File: config.mk
export PLATFORM = sky130hd
export DESIGN_NAME = power_saving_control
export DESIGN_NICKNAME = d
export VERILOG_FILES = /design/src/verilog/pwr_save_pkg.sv /design/src/verilog/periph_clock_gate.sv /design/src/verilog/power_saving_control.sv
export SDC_FILE = /design/constraint.sdc
export NUM_CORES = 1
export LEC_CHECK = 0
export ABC_AREA = 0
export BUFFER_PORTS_ARGS = -buffer_cell sky130_fd_sc_hd__buf_2
export CAP_MARGIN = 5
export CORE_MARGIN = 1.5
export CORE_UTILIZATION = 57
export CTS_CLUSTER_DIAMETER = 30
export DETAILED_ROUTE_END_ITERATION = 16
export PLACE_DENSITY = 0.85
export SLEW_MARGIN = 20
export SYNTH_ARGS = -nofsm -noshare
export SYNTH_HDL_FRONTEND = slang
export SYNTH_SLANG_ARGS = --single-unit
File: constraint.sdc
create_clock -name core_clk -period 4.9 [get_ports core_clk]
set_input_delay 0.49 -clock core_clk [delete_from_list [all_inputs] [get_ports core_clk]]
set_output_delay 0.49 -clock core_clk [all_outputs]
set_load 0.005 [all_outputs]
File: src/verilog/pwr_save_pkg.sv
// Purpose: shared constants of the power-saving control block
// Assumes: AHB-Lite slave, 32-bit data, word-aligned registers
// Notes:   offsets are byte addresses; bit positions within each register
package pwr_save_pkg;
  localparam int unsigned AddrW = 8;
  localparam logic [7:0] VoltCtrlOff   = 8'h00;
  localparam logic [7:0] ClkCtrl0Off   = 8'h04;
  localparam logic [7:0] ClkCtrl1Off   = 8'h08;
  localparam logic [7:0] OscDetOff     = 8'h0c;
  localparam logic [7:0] HsOscOff      = 8'h10;
  localparam logic [7:0] TmrAModeOff   = 8'h14;
  localparam logic [7:0] TmrBModeOff   = 8'h18;
  localparam logic [7:0] ModStbyOff    = 8'h1c;
  localparam logic [7:0] AdcCtrl1Off   = 8'h20;
  localparam logic [7:0] FlashMode0Off = 8'h24;
  localparam logic [7:0] FlashMode2Off = 8'h28;
  localparam logic [7:0] ModeOff       = 8'h2c;
  localparam logic [7:0] StatusOff     = 8'h30;
  // field positions
  localparam int unsigned IntPwrRedBit   = 0;
  localparam int unsigned Det0EnBit      = 5;
  localparam int unsigned Det1EnBit      = 6;
  localparam int unsigned Det2EnBit      = 7;
  localparam int unsigned WaitPclkStpBit = 2;
  localparam int unsigned LsOscOffBit    = 4;
  localparam int unsigned OscDetSelBit   = 2;
  localparam int unsigned HsOscEnBit     = 0;
  localparam int unsigned CntCutBit      = 7;
  localparam int unsigned TmrCStbyBit    = 3;
  localparam int unsigned TmrDStbyBit    = 2;
  localparam int unsigned AdcStbyBit     = 5;
  localparam int unsigned FlashStopBit   = 3;
  localparam int unsigned LowCurRdBit    = 7;
  localparam int unsigned WaitReqBit     = 0;
  localparam int unsigned StopReqBit     = 1;
  localparam int unsigned RewriteEnBit   = 2;
  localparam int unsigned NumPclk        = 5;
  // reset values: detectors on, oscillators running, converter stopped
  localparam logic [7:0] VoltCtrlRst   = 8'he0;
  localparam logic [7:0] ClkCtrl0Rst   = 8'h00;
  localparam logic [7:0] ClkCtrl1Rst   = 8'h00;
  localparam logic [7:0] OscDetRst     = 8'h04;
  localparam logic [7:0] HsOscRst      = 8'h01;
  localparam logic [7:0] ZeroRst       = 8'h00;
  localparam logic [1:0] HtransNonseq  = 2'b10;
endpackage

File: src/verilog/periph_clock_gate.sv
// Purpose: gate the divided peripheral clock enables in wait mode
// Assumes: enables are single-cycle ticks on core_clk
// Notes:   registered output, one cycle behind its inputs
module periph_clock_gate #(
  parameter int unsigned Num = 5
) (
  input  wire logic           core_clk,
  input  wire logic           srst,
  input  wire logic [Num-1:0] tickIn,
  input  wire logic           stopInWait,
  input  wire logic           waitMode,
  output logic [Num-1:0]      tickOut
);
  typedef struct packed {
    logic [Num-1:0] tick;
  } gate_state_t;
  gate_state_t st_q;
  gate_state_t st_d;

  // each tick is suppressed alone so the divider chain keeps its phase
  always_comb begin
    st_d = st_q;
    for (int i = 0; i < Num; i++) begin
      st_d.tick[i] = tickIn[i] & ~(stopInWait & waitMode);
    end
  end

  always_ff @(posedge core_clk) begin
    if (srst) begin
      st_q <= '0;
    end else begin
      st_q <= st_d;
    end
  end

  assign tickOut = st_q.tick;
endmodule // periph_clock_gate

File: src/verilog/power_saving_control.sv
// Purpose: power-saving control registers and the controls they drive
// Assumes: one AHB-Lite master, single word transfers, zero wait states
// Notes:   write data lands in the cycle after the data phase edge
// Operation
// - detector-1 enable written 0 disables voltage detection 1
// - detector-2 enable at 0 disables voltage detection 2
// - detector-0 enable at 0 disables detection 0; software decides
// - port direction and output level frozen during wait or stop
// - low-speed oscillator stops when off bit 1 and select bit 0
// - high-speed oscillator stops when its enable bit is 0
// - wait-clock-stop bit 1 halts five peripheral clocks in wait
// - timer A count source cut when its cutoff bit is 1
// - timer B count source cut when its cutoff bit is 1
// - timer C in standby when its standby bit is 1
// - converter standby bit 0 stops A/D and analog current
// - flash stop bit 1 stops flash and refuses flash accesses
// - rewrite disabled: flash powers down in wait or stop
// - low-current read bit 1 in low-speed mode cuts read current
// - timer D in standby when its standby bit is 1
// - internal power reduce bit lowers wait-mode consumption
module power_saving_control
  import pwr_save_pkg::*;
(
  input  wire logic                     core_clk,
  input  wire logic                     srst,
  input  wire logic                     hsel,
  input  wire logic [31:0]              haddr,
  input  wire logic [1:0]               htrans,
  input  wire logic                     hwrite,
  input  wire logic [2:0]               hsize,
  input  wire logic [31:0]              hwdata,
  input  wire logic                     hready,
  output logic [31:0]                   hrdata,
  output logic                          hreadyout,
  output logic                          hresp,
  input  wire logic [pwr_save_pkg::NumPclk-1:0] pclkTickIn,
  input  wire logic [7:0]               portDirIn,
  input  wire logic [7:0]               portOutIn,
  input  wire logic                     flashReqIn,
  output logic [pwr_save_pkg::NumPclk-1:0] pclkTickOut,
  output logic [7:0]                    portDirOut,
  output logic [7:0]                    portOutOut,
  output logic                          det0Enable,
  output logic                          det1Enable,
  output logic                          det2Enable,
  output logic                          intPwrReduce,
  output logic                          lsOscRun,
  output logic                          hsOscRun,
  output logic                          timerASrcEn,
  output logic                          timerBSrcEn,
  output logic                          timerCStandby,
  output logic                          timerDStandby,
  output logic                          adcActive,
  output logic                          flashPowerOn,
  output logic                          flashAccessOk,
  output logic                          flashLowCurRead,
  output logic                          waitMode,
  output logic                          stopMode
);
  typedef struct packed {
    logic [7:0] voltCtrl;
    logic [7:0] clkCtrl0;
    logic [7:0] clkCtrl1;
    logic [7:0] oscDet;
    logic [7:0] hsOsc;
    logic [7:0] tmrAMode;
    logic [7:0] tmrBMode;
    logic [7:0] modStby;
    logic [7:0] adcCtrl1;
    logic [7:0] flashMode0;
    logic [7:0] flashMode2;
    logic [7:0] mode;
    logic       wrPend;
    logic [7:0] wrAddr;
    logic       rdPend;
    logic [7:0] rdAddr;
    logic [31:0] rdata;
    logic [7:0] portDir;
    logic [7:0] portOut;
  } ctrl_state_t;

  ctrl_state_t st_q;
  ctrl_state_t st_d;
  logic        lowPower;
  logic        addrPhase;
  logic [7:0]  wbyte;

  // address phase accepted only for a selected nonsequential transfer
  assign addrPhase = hsel & hready & (htrans == HtransNonseq);
  assign wbyte     = hwdata[7:0];
  assign lowPower  = st_q.mode[WaitReqBit] | st_q.mode[StopReqBit];

  // read mux for the register at the address-phase address
  function automatic logic [31:0] readReg(input ctrl_state_t s,
                                          input logic [7:0] a);
    logic [7:0] v;
    v = 8'h00;
    case (a)
      VoltCtrlOff:   v = s.voltCtrl;
      ClkCtrl0Off:   v = s.clkCtrl0;
      ClkCtrl1Off:   v = s.clkCtrl1;
      OscDetOff:     v = s.oscDet;
      HsOscOff:      v = s.hsOsc;
      TmrAModeOff:   v = s.tmrAMode;
      TmrBModeOff:   v = s.tmrBMode;
      ModStbyOff:    v = s.modStby;
      AdcCtrl1Off:   v = s.adcCtrl1;
      FlashMode0Off: v = s.flashMode0;
      FlashMode2Off: v = s.flashMode2;
      ModeOff:       v = s.mode;
      StatusOff:     v = {2'b00, flashLowCurRead, flashAccessOk,
                          flashPowerOn, adcActive, hsOscRun, lsOscRun};
      default:       v = 8'h00;
    endcase
    return {24'h000000, v};
  endfunction

  // bus phases, register writes and port hold
  always_comb begin
    st_d = st_q;
    st_d.wrPend = addrPhase & hwrite;
    st_d.rdPend = addrPhase & ~hwrite;
    if (addrPhase) begin
      st_d.wrAddr = haddr[7:0];
      st_d.rdAddr = haddr[7:0];
    end
    if (addrPhase & ~hwrite) begin
      st_d.rdata = readReg(st_q, haddr[7:0]);
    end
    if (st_q.wrPend) begin
      case (st_q.wrAddr)
        VoltCtrlOff:   st_d.voltCtrl   = wbyte;
        ClkCtrl0Off:   st_d.clkCtrl0   = wbyte;
        ClkCtrl1Off:   st_d.clkCtrl1   = wbyte;
        OscDetOff:     st_d.oscDet     = wbyte;
        HsOscOff:      st_d.hsOsc      = wbyte;
        TmrAModeOff:   st_d.tmrAMode   = wbyte;
        TmrBModeOff:   st_d.tmrBMode   = wbyte;
        ModStbyOff:    st_d.modStby    = wbyte;
        AdcCtrl1Off:   st_d.adcCtrl1   = wbyte;
        FlashMode0Off: st_d.flashMode0 = wbyte;
        FlashMode2Off: st_d.flashMode2 = wbyte;
        ModeOff:       st_d.mode       = wbyte;
        default:       st_d.mode       = st_q.mode;
      endcase
    end
    // ports follow the core only while running, otherwise hold
    if (!lowPower) begin
      st_d.portDir = portDirIn;
      st_d.portOut = portOutIn;
    end
  end

  always_ff @(posedge core_clk) begin
    if (srst) begin
      st_q            <= '0;
      st_q.voltCtrl   <= VoltCtrlRst;
      st_q.clkCtrl0   <= ClkCtrl0Rst;
      st_q.clkCtrl1   <= ClkCtrl1Rst;
      st_q.oscDet     <= OscDetRst;
      st_q.hsOsc      <= HsOscRst;
      st_q.tmrAMode   <= ZeroRst;
      st_q.tmrBMode   <= ZeroRst;
      st_q.modStby    <= ZeroRst;
      st_q.adcCtrl1   <= ZeroRst;
      st_q.flashMode0 <= ZeroRst;
      st_q.flashMode2 <= ZeroRst;
      st_q.mode       <= ZeroRst;
    end else begin
      st_q <= st_d;
    end
  end

  // zero-wait slave, always OKAY; unmapped reads return zero
  assign hreadyout = 1'b1;
  assign hresp     = 1'b0;
  assign hrdata    = st_q.rdata;

  // control outputs decoded straight from the registered bits; flashAccessOk also gated by flashReqIn
  assign det1Enable   = st_q.voltCtrl[Det1EnBit];
  assign det2Enable   = st_q.voltCtrl[Det2EnBit];
  assign det0Enable   = st_q.voltCtrl[Det0EnBit];
  assign intPwrReduce = st_q.voltCtrl[IntPwrRedBit];
  // stop only when the detect clock no longer needs the low-speed source
  assign lsOscRun = ~(st_q.clkCtrl1[LsOscOffBit] &
                      ~st_q.oscDet[OscDetSelBit]);
  assign hsOscRun      = st_q.hsOsc[HsOscEnBit];
  assign timerASrcEn   = ~st_q.tmrAMode[CntCutBit];
  assign timerBSrcEn   = ~st_q.tmrBMode[CntCutBit];
  assign timerCStandby = st_q.modStby[TmrCStbyBit];
  assign timerDStandby = st_q.modStby[TmrDStbyBit];
  assign adcActive     = st_q.adcCtrl1[AdcStbyBit];
  assign waitMode      = st_q.mode[WaitReqBit];
  assign stopMode      = st_q.mode[StopReqBit];
  // flash power drops on stop bit, or on low power with rewrite off
  assign flashPowerOn = ~st_q.flashMode0[FlashStopBit] &
                        ~(lowPower & ~st_q.mode[RewriteEnBit]);
  assign flashAccessOk = flashPowerOn & flashReqIn;
  // only meaningful while the low-speed source runs the core
  assign flashLowCurRead = st_q.flashMode2[LowCurRdBit] & lsOscRun;
  assign portDirOut = st_q.portDir;
  assign portOutOut = st_q.portOut;

  periph_clock_gate #(
    .Num(NumPclk)
  ) u_pclk_gate (
    .core_clk   (core_clk),
    .srst       (srst),
    .tickIn     (pclkTickIn),
    .stopInWait (st_q.clkCtrl0[WaitPclkStpBit]),
    .waitMode   (st_q.mode[WaitReqBit]),
    .tickOut    (pclkTickOut)
  );

  // a write lands exactly one cycle after its data phase
  write_lands_a: assert property (
    @(posedge core_clk) disable iff (srst)
    st_q.wrPend && st_q.wrAddr == AdcCtrl1Off |=>
      adcActive == $past(hwdata[AdcStbyBit]))
    else $error("converter standby bit not applied");

  // detector 1 switched off by software stops on the next cycle
  det1_off_a: assert property (
    @(posedge core_clk) disable iff (srst)
    st_q.wrPend && st_q.wrAddr == VoltCtrlOff && !hwdata[Det1EnBit]
      |=> !det1Enable)
    else $error("detector 1 still enabled");

  // detector 2 goes off the cycle after its enable bit is written 0
  det2_off_a: assert property (
    @(posedge core_clk) disable iff (srst)
    st_q.wrPend && st_q.wrAddr == VoltCtrlOff && !hwdata[Det2EnBit]
      |=> !det2Enable)
    else $error("detector 2 still enabled");

  // detector 0 may be cut; whether that is safe is software's call
  det0_off_a: assert property (
    @(posedge core_clk) disable iff (srst)
    st_q.wrPend && st_q.wrAddr == VoltCtrlOff && !hwdata[Det0EnBit]
      |=> !det0Enable)
    else $error("detector 0 still enabled");

  // internal power reduction follows its written bit
  int_pwr_a: assert property (
    @(posedge core_clk) disable iff (srst)
    st_q.wrPend && st_q.wrAddr == VoltCtrlOff |=>
      intPwrReduce == $past(hwdata[IntPwrRedBit]))
    else $error("internal power reduce bit not applied");

  // ports must not move once the core sleeps
  ports_held_a: assert property (
    @(posedge core_clk) disable iff (srst)
    lowPower && $past(lowPower) |-> $stable(portDirOut) && $stable(portOutOut))
    else $error("port state changed in low power");

  // the detect clock still needs the low-speed source when selected
  ls_osc_a: assert property (
    @(posedge core_clk) disable iff (srst)
    st_q.clkCtrl1[LsOscOffBit] && st_q.oscDet[OscDetSelBit] |-> lsOscRun)
    else $error("low-speed oscillator stopped while selected");

  // deselecting the detect clock with the off bit set stops the source
  ls_osc_stop_a: assert property (
    @(posedge core_clk) disable iff (srst)
    st_q.wrPend && st_q.wrAddr == OscDetOff && !hwdata[OscDetSelBit] &&
      st_q.clkCtrl1[LsOscOffBit] |=> !lsOscRun)
    else $error("low-speed oscillator still running");

  // high-speed oscillator stops when its enable is written low
  hs_osc_a: assert property (
    @(posedge core_clk) disable iff (srst)
    st_q.wrPend && st_q.wrAddr == HsOscOff && !hwdata[HsOscEnBit]
      |=> !hsOscRun)
    else $error("high-speed oscillator still running");

  // ticks are suppressed once the gate has seen wait for a cycle
  pclk_gate_a: assert property (
    @(posedge core_clk) disable iff (srst)
    st_q.clkCtrl0[WaitPclkStpBit] && waitMode ##1
      st_q.clkCtrl0[WaitPclkStpBit] && waitMode |-> pclkTickOut == '0)
    else $error("peripheral clock ran in wait");

  // timer A source follows the written cutoff bit
  tmr_cut_a: assert property (
    @(posedge core_clk) disable iff (srst)
    st_q.wrPend && st_q.wrAddr == TmrAModeOff |=>
      timerASrcEn == !$past(hwdata[CntCutBit]))
    else $error("timer A source not cut");

  // timer B source follows the written cutoff bit
  tmr_b_cut_a: assert property (
    @(posedge core_clk) disable iff (srst)
    st_q.wrPend && st_q.wrAddr == TmrBModeOff |=>
      timerBSrcEn == !$past(hwdata[CntCutBit]))
    else $error("timer B source not cut");

  // timer C standby follows its written bit
  tmr_c_stby_a: assert property (
    @(posedge core_clk) disable iff (srst)
    st_q.wrPend && st_q.wrAddr == ModStbyOff |=>
      timerCStandby == $past(hwdata[TmrCStbyBit]))
    else $error("timer C standby not applied");

  // timer D standby follows its written bit
  tmr_d_stby_a: assert property (
    @(posedge core_clk) disable iff (srst)
    st_q.wrPend && st_q.wrAddr == ModStbyOff |=>
      timerDStandby == $past(hwdata[TmrDStbyBit]))
    else $error("timer D standby not applied");

  // writing standby stops the converter and its analog current
  adc_stby_a: assert property (
    @(posedge core_clk) disable iff (srst)
    st_q.wrPend && st_q.wrAddr == AdcCtrl1Off && !hwdata[AdcStbyBit]
      |=> !adcActive)
    else $error("converter still active");

  // a stopped flash is neither powered nor accessible
  flash_stop_a: assert property (
    @(posedge core_clk) disable iff (srst)
    st_q.flashMode0[FlashStopBit] |-> !flashAccessOk && !flashPowerOn)
    else $error("flash accessed while stopped");

  // stop mode without rewrite powers the flash down
  flash_auto_a: assert property (
    @(posedge core_clk) disable iff (srst)
    !st_q.mode[RewriteEnBit] && stopMode |-> !flashPowerOn)
    else $error("flash powered in stop mode");

  // wait mode without rewrite powers the flash down as well
  flash_wait_a: assert property (
    @(posedge core_clk) disable iff (srst)
    !st_q.mode[RewriteEnBit] && waitMode |-> !flashPowerOn)
    else $error("flash powered in wait mode");

  // low-current read turns on next cycle while low-speed runs
  low_cur_a: assert property (
    @(posedge core_clk) disable iff (srst)
    st_q.wrPend && st_q.wrAddr == FlashMode2Off && hwdata[LowCurRdBit] &&
      lsOscRun |=> flashLowCurRead)
    else $error("low-current read not enabled");

  // without a write the voltage and standby settings never drift
  setting_hold_a: assert property (
    @(posedge core_clk) disable iff (srst)
    !st_q.wrPend |=> $stable(st_q.voltCtrl) && $stable(st_q.modStby))
    else $error("setting changed without a write");
endmodule // power_saving_control

==> results of run 1 <==
## routing by layer
layer	up-vias	wire [microns]	GRT usage, %
met5	-	0	0
met4	0	784	16.1
met3	72	2310	8.36
met2	456	8590	48.8
met1	2890	7850	44.9
li1	2832	-	-
## final cells by class
class	instances	area [sq um]	share of cell area (%)
Clock buffer	24	512	7.06
Clock inverter	8	93.8	1.29
Inverter	3	11.3	0.155
Multi-Input combinational cell	587	3260	45.0
Sequential cell	134	2680	37.0
Tap cell	140	175	2.42
Timing Repair Buffer	97	508	7.01
## synthesized netlist by cell type (2+ instances only)
| master | instances | area share, % |
|---|---|---|
| and2_1 | 8 | 0.77 |
| nand3_1 | 99 | 7.7 |
| mux2_2 | 9 | 1.6 |
| clkbuf_1 | 38 | 2.2 |
| mux2i_1 | 16 | 2.5 |
| nand2b_1 | 3 | 0.29 |
| o31a_1 | 3 | 0.41 |
| nor4_1 | 2 | 0.19 |
| o211ai_1 | 2 | 0.23 |
| nand4_1 | 2 | 0.19 |
| o22ai_1 | 3 | 0.29 |
| nor2b_1 | 4 | 0.39 |
| a21oi_1 | 126 | 9.8 |
| and3_1 | 8 | 0.77 |
| nand2_1 | 171 | 9.9 |
| buf_2 | 17 | 1.3 |
| nor4_4 | 2 | 0.66 |
| a21o_1 | 2 | 0.23 |
| nor3_1 | 9 | 0.70 |
| nor4b_4 | 2 | 0.74 |
| buf_4 | 53 | 6.2 |
| a221oi_1 | 4 | 0.54 |
| a211o_1 | 6 | 0.81 |
| o31ai_1 | 4 | 0.46 |
| a31oi_1 | 8 | 0.77 |
| or3_1 | 2 | 0.19 |
| nor4b_2 | 4 | 0.93 |
| or2_2 | 2 | 0.19 |
| nor4bb_1 | 2 | 0.31 |
| dfxtp_1 | 134 | 41 |
| inv_1 | 3 | 0.17 |
| conb_1 | 2 | 0.12 |
| o21ai_0 | 11 | 0.85 |
| nor3b_1 | 4 | 0.46 |
| a22oi_1 | 14 | 1.6 |
| nor2_1 | 8 | 0.46 |
## path summary, 6_finish.rpt
check                    startpoint                                end  slack (ps)
max           waitMode$_SDFFE_PP0P_                      flashAccessOk        2370
min                   pclkTickIn[3]  u_pclk_gate.tickOut[3]$_SDFF_PP0_         260
max reg2reg   st_q[57]$_SDFFE_PP0P_             st_q[138]$_SDFFE_PP0P_        2440
min reg2reg  st_q[136]$_SDFFE_PP0P_             st_q[136]$_SDFFE_PP0P_         450
## power by group
part	switching (mW)	internal, mW	total (mW)	leakage, nW
clock	0.466	0.826	1.29	0.306
combinational	0.106	0.0436	0.149	1.20
sequential	0.00704	1.10	1.11	1.09
total	0.579	1.97	2.55	2.60
## worst register-to-register path, cell delays in order (launching register included)
cell,delay (ps)
dfxtp_1,430
nor4b_4,1040
nand2_1,540
nand2_1,190
a21oi_1,90
## state kept, by name, indices dropped and copies added, names as in the netlist
register,cells
adcActive,1
det0Enable,1
det1Enable,1
det2Enable,1
hrdata,8
hsOscRun,1
intPwrReduce,1
portDirOut,8
portOutOut,8
st_q,95
stopMode,1
timerCStandby,1
timerDStandby,1
u_pclk_gate.tickOut,5
waitMode,1
## cell families (layout without fill, tap and decap cells)
group	Yosys count	in the layout	synth area share [%]
buffers and inverters	113	132	10.1
flip-flops	134	134	41.5
AND/OR/NAND/NOR	345	345	26.9
multiplexers	26	26	4.39
other	2	26	0.116
AO/OA/AOI/OAI	190	190	17.1
## metrics by stage
stage | util (%) | setup WS (ps) | instances
final | 66.3 | 2370 | 993
after CTS | 66.3 | 2410 | 993
after detailed placement | 60.7 | 2410 | 961
after floorplan | - | 3040 | 834
after global routing | 66.3 | 2330 | 993
after global placement | 60.7 | 2410 | 961
==> results.ini, run 1 <==
[floorplanning]
die-area_sq_mm=0.0120
num_rows=38
start_util_pct=59.1
coreArea_sq_mm=0.0109
ios=167
chipWidth_microns=110
die_y_microns=110

[place]
post_dp_cell_area_sq_mm=0.00664
place_hpwl_mm=12.3
port_buffers=89
place_congestion=0.990

[critical_path]
critPathArrivalTime_ps=2040
r2r_cells=4
worstPathRequired_ps=4410
crit_chain=or2_1, a21oi_1, and2_1, buf_2
cp_slowest_stage_delay_ps=490
cp_num_buf_inv=1
cp_slowest_cell=a21oi_1
critPathLaunchType=register
path_depth=4
crit_path_max_fanout=17
endpoint_kind=primary output
critPathTopFamily=simple AND/OR/NAND/NOR gates
path_class=reg2out

[synth]
synth_top_flop_cell=dfxtp_1
ys_ff_latch=134
synth_edf_count=0
synth-async-reset-ratio_pct=0
yosysSeqAreaShare_pct=41.5
syn_inst=810
yosys.cell_types.count=59
yosys_warnings=0
syn-cell-area_sq_mm=0.00647
avgSynthCellArea_sq_um=7.98

[detailed_routing]
ant_nets=0
wl_mm=19.5
via_per_inst=6.29
firstDrtPassIters=5
drt-wirelength-per-cell_microns=19.7
drt-initial-drc-count=937
drcViolationCount=0
num_vias=6250

[sta]
timing.final.hold_violations=0
worst_pin_slew_ps=1140
timing.final.crit_share_pct=51.6
clock_skew_ps=8.19
grt_setup_unrepaired=no
setup_violations=0
holdWs_ps=258
final_max_slew_viol_count=0
min_period_ps=2530
fin_setup_tns_ps=0
maxSlewHeadroom_pct=23.5
fmax_mhz=396

[clock_tree]
cts_tree=done
cts.htree.levels=4
cts_root_buf=clkbuf_16
clk_pin_slew_ps=60
clk_path_buf_depth=2
cts_sinks=134
hold_buffers=0
cts_buffers=17
insertion_delay_ps=430
post_cts_buffers=0
cts_resized=0

[layout]
layout_commonest_cell=nand2_1
design_area_sq_mm=0.00725
area_delta_synth_final_pct=12.1
layout_common_cells=171 x nand2_1, 134 x dfxtp_1, 126 x a21oi_1
diodes=0
fill_cells=903
layout-drive-gt1-share_pct=18.5
fin_nets=936

[grt]
antenna_found_initial=0
gr-usage-all-layers_pct=33.1
grt_pass1_wl_mm=29.4
grt_overflow=0
grt_max_degree=99
first_global_vias=5402

[pwr]
power_density_mw_per_mm2=352
leakage_nw=2.60
ir_worst_vdd_mv=0.266
p_total_mw=2.55

[hold_path]
min_path_cells=2
worstHoldPathType=in2reg

[run_status]
status=finished, final reports clean

[flow_run]
drv_cap=0

(Power assumes the default switching activity.)
==> inputs of run 2 (changes only) <==
CORE_UTILIZATION = 48   (was 57)
PLACE_DENSITY = 0.76   (was 0.85)
clock period = 2.2 ns   (was 4.9 ns; I/O delays follow)
==> run 2 against run 1 <==
  * Clock skew is 2.2 ps lower
  * Non-clock buffer count is 34 higher
  * Critical path depth is 1 higher
  * Setup slack worse by 2200 ps
  * Count of clock-buffer cells in the layout is 4 lower
  * Largest cell class unchanged
  * Highest routed layer unchanged
==> results.ini, run 2 (synthesis gave the netlist of run 1 again) <==
[critical_path]
endpoint_kind=primary output
path_class=reg2out
cp_slowest_cell=a21oi_1
cp_slowest_stage_delay_ps=370  ; -120 ps
crit_path_max_fanout=6  ; -11
critPathLaunch=waitMode$_SDFFE_PP0P_
regToRegStartpoint=st_q[63]$_SDFFE_PP0P_
critPathTopFamily=simple AND/OR/NAND/NOR gates
worstPathRequired_ps=1980  ; -2430 ps
critPathLaunchType=register
crit_chain=or2_1, a21oi_1, buf_4, and2_1, buf_2
cp_num_buf_inv=2  ; +1
critPathArrivalTime_ps=1850  ; -190 ps

[run_status]
status=finished, final reports clean

[layout]
fin_nets=970  ; +3.6%
layout_commonest_cell=nand2_1
design_area_sq_mm=0.00763  ; +5.4%
final_core_util_pct=57.9  ; -8.4 points
diodes=0  ; unchanged
ff_latch_area_sq_mm=0.00268  ; unchanged
multi_input_area_sq_mm=0.00326  ; unchanged
top_register=st_q
layout-drive-gt1-share_pct=21.2  ; +2.7 points
largest_reg_flops=95  ; unchanged
layout_common_cells=171 x nand2_1, 134 x dfxtp_1, 126 x a21oi_1
area_delta_synth_final_pct=18.0
fill_cells=1229  ; +36%

[detailed_routing]
drcViolationCount=0  ; unchanged
ant_nets=0  ; unchanged
num_vias=6211  ; -0.62%
drt-wirelength-per-cell_microns=19.1  ; -3.0%
via_per_inst=5.84  ; -7.2%
drt-initial-drc-count=750  ; -20%
wl_mm=20.3  ; +3.9%
firstDrtPassIters=5  ; unchanged

[floorplanning]
die_y_microns=119  ; +8.7%
chipWidth_microns=119  ; +8.7%
coreArea_sq_mm=0.0132  ; +21%
start_util_pct=49.0  ; -10 points
ios=167  ; unchanged
die-area_sq_mm=0.0142  ; +18%
num_rows=42  ; +11%

[grt]
antenna_found_initial=0  ; unchanged
first_global_vias=5592  ; +3.5%
grt_pass1_wl_mm=31.3  ; +6.4%
grt_overflow=0  ; unchanged
gr-usage-all-layers_pct=28.8  ; -4.3 points
grt_max_degree=61  ; -38%

[clock_tree]
clk_pin_slew_ps=60  ; about the same
insertion_delay_ps=430  ; about the same
cts_root_buf=clkbuf_16
hold_buffers=5  ; +5
cts_tree=done
cts_resized=0  ; unchanged
post_cts_buffers=0  ; unchanged
cts_sinks=134  ; unchanged
cts_buffers=17  ; unchanged
clk_path_buf_depth=2  ; unchanged
cts.htree.levels=4  ; unchanged

[pwr]
p_total_mw=5.68  ; +120%
power_density_mw_per_mm2=744  ; +110%
ir_worst_vdd_mv=0.583  ; +120%
leakage_nw=2.77  ; +6.7%

[sta]
maxSlewHeadroom_pct=29.3  ; +5.9 points
timing.final.crit_share_pct=94.0
final_max_slew_viol_count=0  ; unchanged
fmax_mhz=484
grt_setup_unrepaired=no
layout_setup_ws_ps=132  ; -2240 ps
min_period_ps=2070
setup_violations=0  ; unchanged
clock_skew_ps=6.00  ; -2.19 ps
timing.final.hold_violations=0  ; unchanged
worst_pin_slew_ps=1060  ; -86.8 ps
fin_setup_tns_ps=0  ; unchanged

[place]
place_hpwl_mm=13.8  ; +12%
port_buffers=89  ; unchanged
post_dp_cell_area_sq_mm=0.00699  ; +5.3%
place_congestion=1.00  ; +0.99%
dp_slack_ps=256  ; -2150 ps

[flow_run]
drv_cap=0  ; unchanged

[hold_path]
worstHoldPathType=in2reg
holdCritStartpoint=portDirIn[2]

==> run 2: cell count changes in the layout (fill, tap and decap cells not counted) <==
cell	before	now
buf_4	9	31
dlygate4sd3_1	0	5
clkbuf_8	6	3
buf_12	0	7
clkbuf_1	1	0
inv_6	0	1
clkinv_4	1	2
clkinvlp_4	0	2
==> run 2: where the power goes <==
| group | internal (mW) | switching [mW] | leakage (nW) | total [mW] |
|---|---|---|---|---|
| Clock | 1.75 | 1.09 | 0.292 | 2.84 |
| Combinational | 0.130 | 0.241 | 1.39 | 0.371 |
| Sequential | 2.45 | 0.0161 | 1.09 | 2.47 |
==> run 2: metrics by stage <==
stage	instances	hold slack (ps)
after floorplan	834	342
after global placement	1026	421
after detailed placement	1026	426
after CTS	1063	22.5
after global routing	1063	29.1
final	1063	27.7
==> run 2: area by class of cell <==
cell class / count / share of cell area, %
Multi-Input combinational cell: 587 / 42.8
Sequential cell: 134 / 35.1
Timing Repair Buffer: 131 / 11.3
Clock buffer: 20 / 6.11
Tap cell: 176 / 2.88
Clock inverter: 12 / 1.66
Inverter: 3 / 0.147
==> run 2: worst paths after layout <==
kind         depth (start not counted)                          to  slack, ps
max                                  5               flashAccessOk        130
min                                  3  portDirOut[2]$_SDFFE_PP0P_         30
max reg2reg                          6       st_q[96]$_SDFFE_PP0P_        290
min reg2reg                          2  portDirOut[7]$_SDFFE_PP0P_        450
==> run 2: worst min-delay path, delay by kind of cell <==
| kind | cells | cell delay [ps] |
|---|---|---|
| AND/OR/NAND/NOR | 1 | 40 |
| AO/OA/AOI/OAI | 1 | 50 |
| buffers and inverters | 1 | 90 |
==> run 2: layer usage <==
metal / global-route usage, % / up-vias / wire, microns
met5: 0 / - / 0
met4: 12.7 / 0 / 709
met3: 7.04 / 45 / 2030
met2: 43.3 / 311 / 9070
met1: 39.2 / 2952 / 8490
li1: - / 2903 / -
